`src/coast_pkg.sv`:
```
// Operation
// [RULE1] a terminal whose function code is 11 acts as the coast stop input
// [RULE2] while coast stop is held the output stays off and the motor coasts
// [RULE3] after coast stop release, restart follows the retry wait of 0.3 to 100 s
// [RULE4] no automatic restart when the configured run source is the panel (02); code goes idle, and a held run_cmd_panel restarts from zero
// [RULE5] restart mode 00 zero frequency, 01 matched frequency, 02 active matching
// [RULE6] matched mode starts from zero when motor frequency is below threshold
// [RULE7] matched mode waits, measures coasting frequency, resumes there without stopping
// [RULE8] matched mode falls back to zero at half base frequency or fast decay
// [RULE9] zero mode restarts from zero at once, ignoring the retry wait
// [RULE10] active matching starts at shutoff, maximum or newly set frequency
// [RULE11] active matching decelerates at scan rate, current held, then reaccelerates
// [RULE12] scan start current is held within 0.20 to 1.50 times rated current
// [RULE13] code 31 input forces frequency and run commands from the panel
// [RULE14] code 51 input forces frequency and run commands from the terminals
// [RULE15] a command source change while running cancels the run and stops output
// [RULE16] the operator withdraws every run command before issuing a new one; code only waits for the selected source's run command to be low
// [RULE17] retry wait starts on release and restarts if coast stop returns
package coast_pkg;
  // ****************************************
  // terminal function codes
  // ****************************************
  localparam logic [7:0] FN_COAST_STOP = 8'h0b;
  localparam logic [7:0] FN_FORCE_PANEL = 8'h1f;
  localparam logic [7:0] FN_FORCE_TERM = 8'h33;
  // ****************************************
  // source, mode and select codes
  // ****************************************
  localparam logic [1:0] SRC_TERMINAL = 2'h1;
  localparam logic [1:0] SRC_PANEL = 2'h2;
  localparam logic [1:0] MODE_ZERO = 2'h0;
  localparam logic [1:0] MODE_MATCH = 2'h1;
  localparam logic [1:0] MODE_ACTIVE = 2'h2;
  localparam logic [1:0] SEL_SHUTOFF = 2'h0;
  localparam logic [1:0] SEL_MAX = 2'h1;
  localparam logic [1:0] SEL_NEW = 2'h2;
  // ****************************************
  // setting ranges (0.1 s, 0.01 Hz, 0.01 s, 0.01 x rated)
  // ****************************************
  localparam logic [9:0] RETRY_MIN = 10'h003;
  localparam logic [9:0] RETRY_MAX = 10'h3e8;
  localparam logic [15:0] THR_MAX = 16'h9c40;
  localparam logic [11:0] SCAN_TC_MIN = 12'h00a;
  localparam logic [11:0] SCAN_TC_MAX = 12'hbb8;
  localparam logic [7:0] SCAN_CUR_MIN = 8'h14;
  localparam logic [7:0] SCAN_CUR_MAX = 8'h96;
  localparam logic [7:0] CUR_FREE = 8'hff;
  // ****************************************
  // timing
  // ****************************************
  localparam int CLK_HZ = 200_000_000;
  localparam int CLK_NS = 5;
  localparam int RETRY_UNIT_MS = 100;
  localparam int RETRY_UNIT_CYC = CLK_HZ / 1000 * RETRY_UNIT_MS;
  localparam int STEP_NS = 1000;
  localparam int STEP_CYC = STEP_NS / CLK_NS;
  // ****************************************
  // sequencer states
  // ****************************************
  typedef enum logic [5:0] {
    S_IDLE = 6'h01,
    S_RUN = 6'h02,
    S_COAST = 6'h04,
    S_WAIT = 6'h08,
    S_SCAN = 6'h10,
    S_ACCEL = 6'h20
  } state_t;
endpackage

```
`src/free_run_stop_restart_control.sv`:
```
`timescale 1ns/1ps
module free_run_stop_restart_control #(
  parameter int NTERM = 8,
  parameter int RETRY_UNIT_CYC = coast_pkg::RETRY_UNIT_CYC
) (
  input wire logic clk_sys,
  input wire logic reset_n,
  input wire logic [NTERM-1:0] terminal_in,
  input wire logic [NTERM*8-1:0] input_terminal_function_select,
  input wire logic [1:0] frequency_source_select,
  input wire logic [1:0] run_source_select,
  input wire logic [1:0] coast_restart_mode,
  input wire logic [1:0] scan_restart_freq_select,
  input wire logic [9:0] retry_wait_time,
  input wire logic [15:0] restart_freq_threshold,
  input wire logic [7:0] scan_start_current,
  input wire logic [11:0] scan_time_constant,
  input wire logic run_cmd_panel,
  input wire logic run_cmd_terminal,
  input wire logic run_cmd_config,
  input wire logic [15:0] freq_cmd_panel,
  input wire logic [15:0] freq_cmd_terminal,
  input wire logic [15:0] freq_cmd_config,
  input wire logic [15:0] max_freq,
  input wire logic [15:0] base_freq,
  input wire logic [15:0] motor_freq,
  input wire logic voltage_decay_fast,
  input wire logic voltage_match,
  output logic output_enable,
  output logic [15:0] output_freq,
  output logic [7:0] current_limit,
  output logic run_cancel,
  output logic [5:0] state_code
);
  localparam int TW = $clog2(RETRY_UNIT_CYC + 1);

  typedef struct packed {
    logic [NTERM-1:0] s1;
    logic [NTERM-1:0] s2;
    logic [NTERM-1:0] s3;
    logic [NTERM-1:0] term;
    coast_pkg::state_t st;
    logic [3:0] src;
    logic lock;
    logic drive;
    logic cancel;
    logic [TW-1:0] tick_cnt;
    logic [9:0] wait_cnt;
    logic [7:0] us_cnt;
    logic [11:0] step_cnt;
    logic [15:0] freq;
    logic [15:0] target;
    logic [15:0] shut_freq;
    logic [7:0] cur_lim;
  } ctl_t;

  localparam ctl_t CTL_RESET = '{
    st: coast_pkg::S_IDLE,
    cur_lim: coast_pkg::CUR_FREE,
    default: '0
  };

  ctl_t q;
  ctl_t d;

  // ****************************************
  // terminal decode and source selection
  // ****************************************
  logic [NTERM-1:0] is_coast;
  logic [NTERM-1:0] is_panel;
  logic [NTERM-1:0] is_term;
  logic coast_now;
  logic force_panel_control;
  logic force_terminal_control;

  // a terminal may carry any function; several with one code simply OR
  always_comb begin
    for (int i = 0; i < NTERM; i++) begin
      is_coast[i] = input_terminal_function_select[i*8 +: 8]
        == coast_pkg::FN_COAST_STOP; // RULE1
      is_panel[i] = input_terminal_function_select[i*8 +: 8]
        == coast_pkg::FN_FORCE_PANEL;
      is_term[i] = input_terminal_function_select[i*8 +: 8]
        == coast_pkg::FN_FORCE_TERM;
    end
  end

  assign coast_now = |(q.term & is_coast); // RULE1
  assign force_panel_control = |(q.term & is_panel);
  assign force_terminal_control = |(q.term & is_term);

  logic [1:0] run_src;
  logic [1:0] freq_src;
  logic run_now;
  logic [15:0] freq_now;

  // panel override wins when both override inputs are held
  always_comb begin
    if (force_panel_control) begin
      run_src = coast_pkg::SRC_PANEL; // RULE13
      freq_src = coast_pkg::SRC_PANEL; // RULE13
    end else if (force_terminal_control) begin
      run_src = coast_pkg::SRC_TERMINAL; // RULE14
      freq_src = coast_pkg::SRC_TERMINAL; // RULE14
    end else begin
      run_src = run_source_select;
      freq_src = frequency_source_select;
    end
    case (run_src)
      coast_pkg::SRC_PANEL: run_now = run_cmd_panel;
      coast_pkg::SRC_TERMINAL: run_now = run_cmd_terminal;
      default: run_now = run_cmd_config;
    endcase
    case (freq_src)
      coast_pkg::SRC_PANEL: freq_now = freq_cmd_panel;
      coast_pkg::SRC_TERMINAL: freq_now = freq_cmd_terminal;
      default: freq_now = freq_cmd_config;
    endcase
  end

  // ****************************************
  // clamped settings and timers
  // ****************************************
  logic [9:0] retry_lim;
  logic [15:0] thr_lim;
  logic [7:0] scan_cur;
  logic [11:0] scan_tc;
  logic tick;
  logic us_tick;
  logic wait_done;
  logic freq_low;
  logic src_change;

  // out-of-range settings are pulled to the nearest legal value
  assign retry_lim = (retry_wait_time < coast_pkg::RETRY_MIN) ? coast_pkg::RETRY_MIN :
    (retry_wait_time > coast_pkg::RETRY_MAX) ? coast_pkg::RETRY_MAX : retry_wait_time;
  assign thr_lim = (restart_freq_threshold > coast_pkg::THR_MAX) ?
    coast_pkg::THR_MAX : restart_freq_threshold;
  assign scan_cur = (scan_start_current < coast_pkg::SCAN_CUR_MIN) ? coast_pkg::SCAN_CUR_MIN :
    (scan_start_current > coast_pkg::SCAN_CUR_MAX) ? coast_pkg::SCAN_CUR_MAX :
    scan_start_current; // RULE12
  assign scan_tc = (scan_time_constant < coast_pkg::SCAN_TC_MIN) ? coast_pkg::SCAN_TC_MIN :
    (scan_time_constant > coast_pkg::SCAN_TC_MAX) ? coast_pkg::SCAN_TC_MAX :
    scan_time_constant;

  assign tick = q.tick_cnt == TW'(RETRY_UNIT_CYC - 1);
  assign us_tick = q.us_cnt == 8'(coast_pkg::STEP_CYC - 1);
  assign wait_done = q.wait_cnt >= retry_lim; // RULE3
  // below threshold, or at most half base, or decaying: start from zero
  assign freq_low = (motor_freq < thr_lim) || voltage_decay_fast ||
    ({motor_freq, 1'b0} <= {1'b0, base_freq}); // RULE6 RULE8
  assign src_change = {run_src, freq_src} != q.src;

  // ****************************************
  // restart sequencer
  // ****************************************
  always_comb begin
    d = q;
    d.s1 = terminal_in;
    d.s2 = q.s1;
    d.s3 = q.s2;
    if (q.s2 == q.s3) begin
      d.term = q.s3;
    end
    d.src = {run_src, freq_src};
    d.cancel = 1'b0;
    d.us_cnt = us_tick ? 8'h00 : q.us_cnt + 8'h01;
    d.tick_cnt = tick ? '0 : q.tick_cnt + TW'(1);
    // a cancelled run stays locked until the run command of the newly selected source is low
    if (!run_now) begin
      d.lock = 1'b0;
    end
    case (q.st)
      coast_pkg::S_IDLE: begin
        if (run_now && !q.lock && !coast_now) begin
          d.freq = 16'h0000;
          d.target = freq_now;
          d.st = coast_pkg::S_ACCEL;
        end
      end
      coast_pkg::S_RUN: begin
        d.freq = freq_now;
        if (coast_now) begin
          d.shut_freq = q.freq;
          d.st = coast_pkg::S_COAST; // RULE2
        end else if (!run_now) begin
          d.st = coast_pkg::S_IDLE;
        end
      end
      coast_pkg::S_COAST: begin
        if (!run_now) begin
          d.st = coast_pkg::S_IDLE;
        end else if (!coast_now) begin
          if (run_source_select == coast_pkg::SRC_PANEL) begin
            d.st = coast_pkg::S_IDLE; // RULE4
          end else if (coast_restart_mode == coast_pkg::MODE_ZERO) begin
            d.freq = 16'h0000; // RULE9
            d.target = freq_now;
            d.st = coast_pkg::S_ACCEL; // RULE5
          end else begin
            d.wait_cnt = 10'h000; // RULE17
            d.tick_cnt = '0; // RULE17
            d.st = coast_pkg::S_WAIT; // RULE3
          end
        end
      end
      coast_pkg::S_WAIT: begin
        if (coast_now) begin
          d.st = coast_pkg::S_COAST; // RULE17
        end else if (!run_now) begin
          d.st = coast_pkg::S_IDLE;
        end else if (wait_done) begin
          if (coast_restart_mode == coast_pkg::MODE_MATCH) begin
            d.freq = freq_low ? 16'h0000 : motor_freq; // RULE7
            d.target = freq_now;
            d.st = coast_pkg::S_ACCEL;
          end else begin
            case (scan_restart_freq_select)
              coast_pkg::SEL_MAX: d.freq = max_freq; // RULE10
              coast_pkg::SEL_NEW: d.freq = freq_now; // RULE10
              default: d.freq = q.shut_freq; // RULE10
            endcase
            d.target = q.shut_freq;
            d.step_cnt = 12'h000;
            d.st = coast_pkg::S_SCAN;
          end
        end else if (tick) begin
          d.wait_cnt = q.wait_cnt + 10'h001;
        end
      end
      coast_pkg::S_SCAN: begin
        if (coast_now) begin
          d.st = coast_pkg::S_COAST;
        end else if (!run_now) begin
          d.st = coast_pkg::S_IDLE;
        end else if (voltage_match || q.freq == 16'h0000) begin
          d.st = coast_pkg::S_ACCEL; // RULE11
        end else if (us_tick) begin
          // one 0.01 Hz step per scan_tc microseconds
          if (q.step_cnt >= scan_tc - 12'h001) begin
            d.step_cnt = 12'h000;
            d.freq = q.freq - 16'h0001; // RULE11
          end else begin
            d.step_cnt = q.step_cnt + 12'h001;
          end
        end
      end
      coast_pkg::S_ACCEL: begin
        if (coast_now) begin
          d.shut_freq = q.target;
          d.st = coast_pkg::S_COAST;
        end else if (!run_now) begin
          d.st = coast_pkg::S_IDLE;
        end else if (q.freq == q.target) begin
          d.st = coast_pkg::S_RUN;
        end else if (us_tick) begin
          d.freq = (q.freq < q.target) ? q.freq + 16'h0001 : q.freq - 16'h0001;
        end
      end
      default: begin
        d.st = coast_pkg::S_IDLE;
      end
    endcase
    // a switch of source aborts whatever sequence is under way
    if (src_change && q.st != coast_pkg::S_IDLE) begin
      d.st = coast_pkg::S_IDLE; // RULE15
      d.lock = 1'b1; // RULE15
      d.cancel = 1'b1;
    end
    d.drive = d.st inside {coast_pkg::S_RUN, coast_pkg::S_SCAN, coast_pkg::S_ACCEL}; // RULE2
    d.cur_lim = (d.st == coast_pkg::S_SCAN) ? scan_cur : coast_pkg::CUR_FREE; // RULE11
  end

  // state register
  always_ff @(posedge clk_sys) begin
    if (!reset_n) begin
      q <= CTL_RESET;
    end else begin
      q <= d;
    end
  end

  assign output_enable = q.drive;
  assign output_freq = q.freq;
  assign current_limit = q.cur_lim;
  assign run_cancel = q.cancel;
  assign state_code = q.st;
endmodule

```
`config.mk`:
```
export PLATFORM = sky130hd
export DESIGN_NAME = free_run_stop_restart_control
export DESIGN_NICKNAME = d
export VERILOG_FILES = /design/src/coast_pkg.sv /design/src/free_run_stop_restart_control.sv
export SDC_FILE = /design/constraint.sdc
export NUM_CORES = 1
export LEC_CHECK = 0
export BUFFER_PORTS_ARGS = -buffer_cell sky130_fd_sc_hd__buf_2
export CORE_AREA = 4 4 156 158
export DETAILED_ROUTE_END_ITERATION = 8
export DIE_AREA = 0 0 160 162
export PLACE_DENSITY = 0.74
export SLEW_MARGIN = 15
export SYNTH_ARGS = -nofsm -noshare
export SYNTH_HDL_FRONTEND = slang
export SYNTH_SLANG_ARGS = --single-unit
export TNS_END_PERCENT = 100
```
`constraint.sdc`:
```
create_clock -name clk_sys -period 14.5 [get_ports clk_sys]
set_input_delay 1.45 -clock clk_sys [delete_from_list [all_inputs] [get_ports clk_sys]]
set_output_delay 1.45 -clock clk_sys [all_outputs]
set_load 0.005 [all_outputs]
```
### Yosys cells after proc, flatten, opt, wreduce, memory -nomap -nowiden

Cells that the tools add are included.

| word-level totals | value |
|---|---|
| memories | 0 |
| output and inout bits | 32 |
| ROM bits | 0 |
| latch bits | 0 |
| bits in writable memories | 0 |
| register bits | 156 |

| cells by class | value |
|---|---|
| shift-type cells | 0 |
| reduce and logical (&&, ||, !) cells | 27 |
| muxes and demuxes | 75 |
| $add $sub $neg | 7 |
| $mul | 0 |
| magnitude comparators | 12 |
| equal/unequal tests | 71 |
| bitwise gates (word level) | 5 |
| divide/modulo/power cells | 0 |

Operator list:

| kind | number |
|---|---|
| $mux 32 | 6 |
| $mux 16 | 10 |
| $mux 35 | 4 |
| $mux 44 | 3 |
| $mux 28 | 4 |
| $mux 6 | 18 |
| $pmux 16 s2 | 3 |
| $pmux 16 s6 | 1 |
| $eq 8x4->1 const B | 8 |
| $eq 8x5->1 const B | 8 |
| $eq 8x6->1 const B | 8 |
| $mux 10 | 6 |
| $mux 25 | 2 |
| $mux 12 | 4 |
| $pmux 16 s3 | 1 |
| $ne 2x2->1 const B | 23 |
| $pmux 6 s6 | 1 |
| $lt 16x16->1 | 2 |
| $reduce_and 9->1 | 3 |
| $add 25x1->25 const B | 1 |
| $eq 25x25->1 const B | 1 |
| $and 8x8->8 | 3 |
| $pmux 12 s2 | 1 |
| $reduce_or 8->1 | 3 |
| 49 further kinds | 73 |

### Logic depth before layout (Yosys ltp)

| depth | value |
|---|---|
| word-level depth | 15 |
| gate-level depth with buffers | 19 |
| mapped depth without buffers | 17 |

### Least setup slack after synthesis

No wires, ideal clock.

| timing | value |
|---|---|
| path kind | in2reg |
| start point | input scan_time_constant[1] |
| end point | register q[60] (netlist bit) |
| required time | 14.425 ns |
| buffers on the path | 2 |
| stages | 17 |
| slack | 8.939 ns |
| arrival time | 5.486 ns |
| path through | or3_1 > a41o_1 > a41o_1 > a2111oi_0 > o2111ai_1 > nor3_1 > xor2_1 > nor2_1 > ha_1 > a211oi_1 > nand2_1 > a211o_1 > a31oi_1 > clkbuf_1 > clkbuf_1 > nand2_1 > o22ai_1 |

| on the way | value |
|---|---|
| longest elaborated chain between the ends | 11 |

RTL lines:

| element | RTL line | text |
|---|---|---|
| from (decl) | free_run_stop_restart_control.sv:17 | `input wire logic [11:0] scan_time_constant,` |
| $gt 12x12->1 | free_run_stop_restart_control.sv:143 | `(scan_time_constant > coast_pkg::SCAN_TC_MAX) ? coast_pkg::SCAN_TC_MAX :` |
| $mux 12 | free_run_stop_restart_control.sv:143 |  |
| $mux 12 * | free_run_stop_restart_control.sv:142 | `assign scan_tc = (scan_time_constant < coast_pkg::SCAN_TC_MIN) ? coast_pkg::SCAN_TC_MIN :` |
| $sub 12x1->12 * | free_run_stop_restart_control.sv:240 | `if (q.step_cnt >= scan_tc - 12'h001) begin` |
| $ge 12x12->1 * | free_run_stop_restart_control.sv:240 |  |
| $mux 12 * | free_run_stop_restart_control.sv:240 |  |
| $mux 28 * | free_run_stop_restart_control.sv:238 | `end else if (us_tick) begin` |
| $mux 28 * | free_run_stop_restart_control.sv:236 | `end else if (voltage_match \|\| q.freq == 16'h0000) begin` |
| $mux 28 * | free_run_stop_restart_control.sv:234 | `end else if (!run_now) begin` |
| $mux 28 * | free_run_stop_restart_control.sv:232 | `if (coast_now) begin` |
| $pmux 12 s2 * | free_run_stop_restart_control.sv:173 | `case (q.st)` |
| to (signal assigned) | free_run_stop_restart_control.sv:277 | `q <= CTL_RESET;` |
| to (signal assigned) | free_run_stop_restart_control.sv:279 | `q <= d;` |
| to (decl) | free_run_stop_restart_control.sv:63 | `ctl_t q;` |

Every way passes the cells marked *; elsewhere a longest branch is shown, timed or not. The select of a mux whose other input is x is not followed.
A chain may end at the register's enable or synchronous reset.

==> impl_metrics.toml <==
[synth]
synth_top_area_share_pct = 27.6
syn-num-nets = 1758
ys_ff_latch = 156
synthMuxAreaShare_pct = 2.15
synthXorXnorAreaFrac_pct = 5.95
ys_types = 79
synth_edf_count = 0
synthAdderAreaFrac_pct = 9.05
synth_top_family_by_area = "simple AND/OR/NAND/NOR gates"
synth_area_leaders = "dfxtp_1, ha_1, nor2_1"
async_flop_share_pct = 0
synth_compound_area_share_pct = 22.9
avgSynthCellArea_um2 = 7.83
synth.largest_area_cell = "dfxtp_1"
syn_area_um2 = 11300
syn_inst = 1447
yosysWarnings = 0
synthSimpleGateAreaFrac_pct = 25.6
ys_seq_area_share_pct = 27.6
ys.flop_type = "dfxtp_1"

[floorplanning]
num_io_pins = 261
core_um2 = 23100
die_h_um = 162
dieWidth_um = 160
rows = 56
start_util_pct = 49.0
dieArea_um2 = 25900

[worst_setup_path]
cp_max_fo = 16
crit_top_cell = "o31a_1"
worstPathCellList = "buf_2, or4b_1, or4_1, o31a_1, nand3_4, o21a_1, inv_1, ha_1, o21ai_0, nand4_1, o31a_1, nand4b_1, nor3_2, a32o_1"
slowest_stage = "nor3_2"
critPathTopFamily = "simple AND/OR/NAND/NOR gates"
crit_arrival_ns = 6.35
slowest_delay_ns = 0.75
path_buf_inv = 2
worstSetupStartpoint = "input_terminal_function_select[58]"
worstSetupStartpointType = "primary input"
setup.worst_path.end_class = "flip-flop"
rr_startpoint = "q[124]"
crit_required_ns = 14.87
crit_type = "in -> reg"

[timing]
tightestPinTransition_ns = 1.16
slew_viol_final = 0
fmax_mhz = 167
maxSlewHeadroom_pct = 22.5
min_period_over_period_pct = 41.2
period_minus_slack_ns = 5.97
setup_violations = 0
setup_tns_ns = 0
skew_ns = 0.0131
final-hold-violation-count = 0
rsz0062_at_grt = "no"
whs_ns = 0.434

[cts]
clkSinkCount = 156
clkLatencyLatePin_ns = 0.43
clk_pin_slew_worst_paths_ns = 0.07
cts-root-buf = "clkbuf_16"
postCtsHoldBufs = 0
numCtsBuffers = 17
clock_path_buffers = 2
post_cts_buffers = 0
cts_resized = 0
cts_max_level = 4
cts_tree = "built"

[route]
drtIter0Drc = 1364
wl_per_cell_um = 18.2
drc = 0
wl_um = 35200
via_per_inst = 6.03
vias = 11700
drt-pass1-iter-count = 6
antenna_left = 0

[finish]
nFillCells = 2185
seqCellArea_um2 = 3120
multiInputGateArea_um2 = 7460
nets = 1940
final_common_cell = "buf_2"
final_cell_mix = "buf_2, dfxtp_1, nor2_1"
fin_area_um2 = 13200
drive_above_1_share_pct = 19.5
syn_to_final_growth_pct = 16.3

[pwr]
p_per_area_nw_per_um2 = 89.0
max-vdd-ir-drop_mv = 0.0838
p_leak_nw = 5.50

[placement]
finalWeightedCongestion = 0.966
place_hpwl_um = 27000
dpl_cell_area_um2 = 12600
portBuffers = 260

[grt]
grt_max_degree = 58
grt_pass1_wl_um = 56100
antenna_found_initial = 2
grt_usage_pct = 26.2
overflow = 0
first_global_vias = 11100

[status]
status = "finished, final reports clean"

[run]
maxCapViolCount = 0

[worst_hold_path]
hp-class = "reg -> reg"
holdCritStartpoint = "d[145]"
worst reg2reg max path, stage by stage, from the launching register on:
cell and delay (ns):
dfxtp_1 0.33, nand4b_1 0.19, or3_1 0.38, o31a_1 0.32, nand3_4 0.11, o21a_1 0.15
inv_1 0.06, ha_1 0.29, o21ai_0 0.41, nand4_1 0.39, o31a_1 0.47, nand4b_1 0.73
nor3_2 0.76, a32o_1 0.21
sequential cells by signal (all words and copies together), names as in the netlist:
name and flops:
output_freq 16, current_limit 8, d 16, run_cancel 1, output_enable 1, state_code 6
q 108
path summary, 6_finish.rpt:
path              cells after the start             end  slack, ns
hold / removal                        1          d[137]       0.43
hold reg to reg                       1          d[137]       0.43
setup / recovery                     14  output_freq[9]       8.53
setup reg to reg                     13  output_freq[9]       9.65
cell families (layout without fill, tap and decap cells):
group                    after synthesis  in the layout
other                                  0              2
AND/OR/NAND/NOR                      566            566
XOR/XNOR                              77             77
flip-flops                           156            156
adder cells (fa/ha/maj)               82             82
multiplexers                          24             24
buffers and inverters                174            369
AO/OA/AOI/OAI                        368            368
per-stage QoR:
step                      worst slack (ns)  power, mW  cells  util, %
after floorplan                       8.94      0.623   1447        -
after global placement                8.27      0.706   1900     54.3
after detailed placement              8.12      0.711   1900     54.3
after CTS                             8.61       1.18   1932     57.0
after global routing                  8.29       1.23   1934     57.0
final                                 8.53       1.17   1934     57.0
layer usage:
metal	GRT usage (%)	vias up	part of all wire [%]
li1	-	5681	-
met1	33.7	5357	42
met2	43.3	553	46
met3	5.91	65	8.8
met4	9.43	0	2.7
met5	0	-	0
area by class of cell:
type	count	area share, %
Antenna cell	2	0.0380
Tap cell	290	2.75
Timing Repair Buffer	269	10.4
Clock buffer	20	3.39
Inverter	68	1.94
Sequential cell	156	23.7
Multi-Input combinational cell	1117	56.6
Clock inverter	12	1.22
cells in the mapped netlist, drive strengths merged, types with 5 or more instances:
cell type    n
nand3b       6
inv         67
nand2b      20
or4b         7
nor3        35
a222oi       5
a21oi       47
nand2      125
or4         12
clkbuf      68
buf         38
a31oi        5
o22ai       10
mux2i       21
a32o         9
o31ai        9
a2bb2oi      7
o211ai      34
o21a        10
xnor2       40
or3         11
nand4b      10
a211oi      40
and3        21
xor2        37
a221oi       7
ha          82
nor4        37
nor3b        7
o311ai       8
nand3       41
or2          7
o21ai       77
nand4       26
a22oi       27
dfxtp      156
nor2b        7
and2        35
a211o       10
nor2       147
a21o        15
power by group:
group | switching [mW] | leakage, nW | internal (mW)
registers | 0.00904 | 1.27 | 0.444
logic | 0.152 | 3.94 | 0.103
clock network | 0.188 | 0.288 | 0.277
total | 0.349 | 5.50 | 0.825
Note: power is estimated with default switching activity, not from simulation.
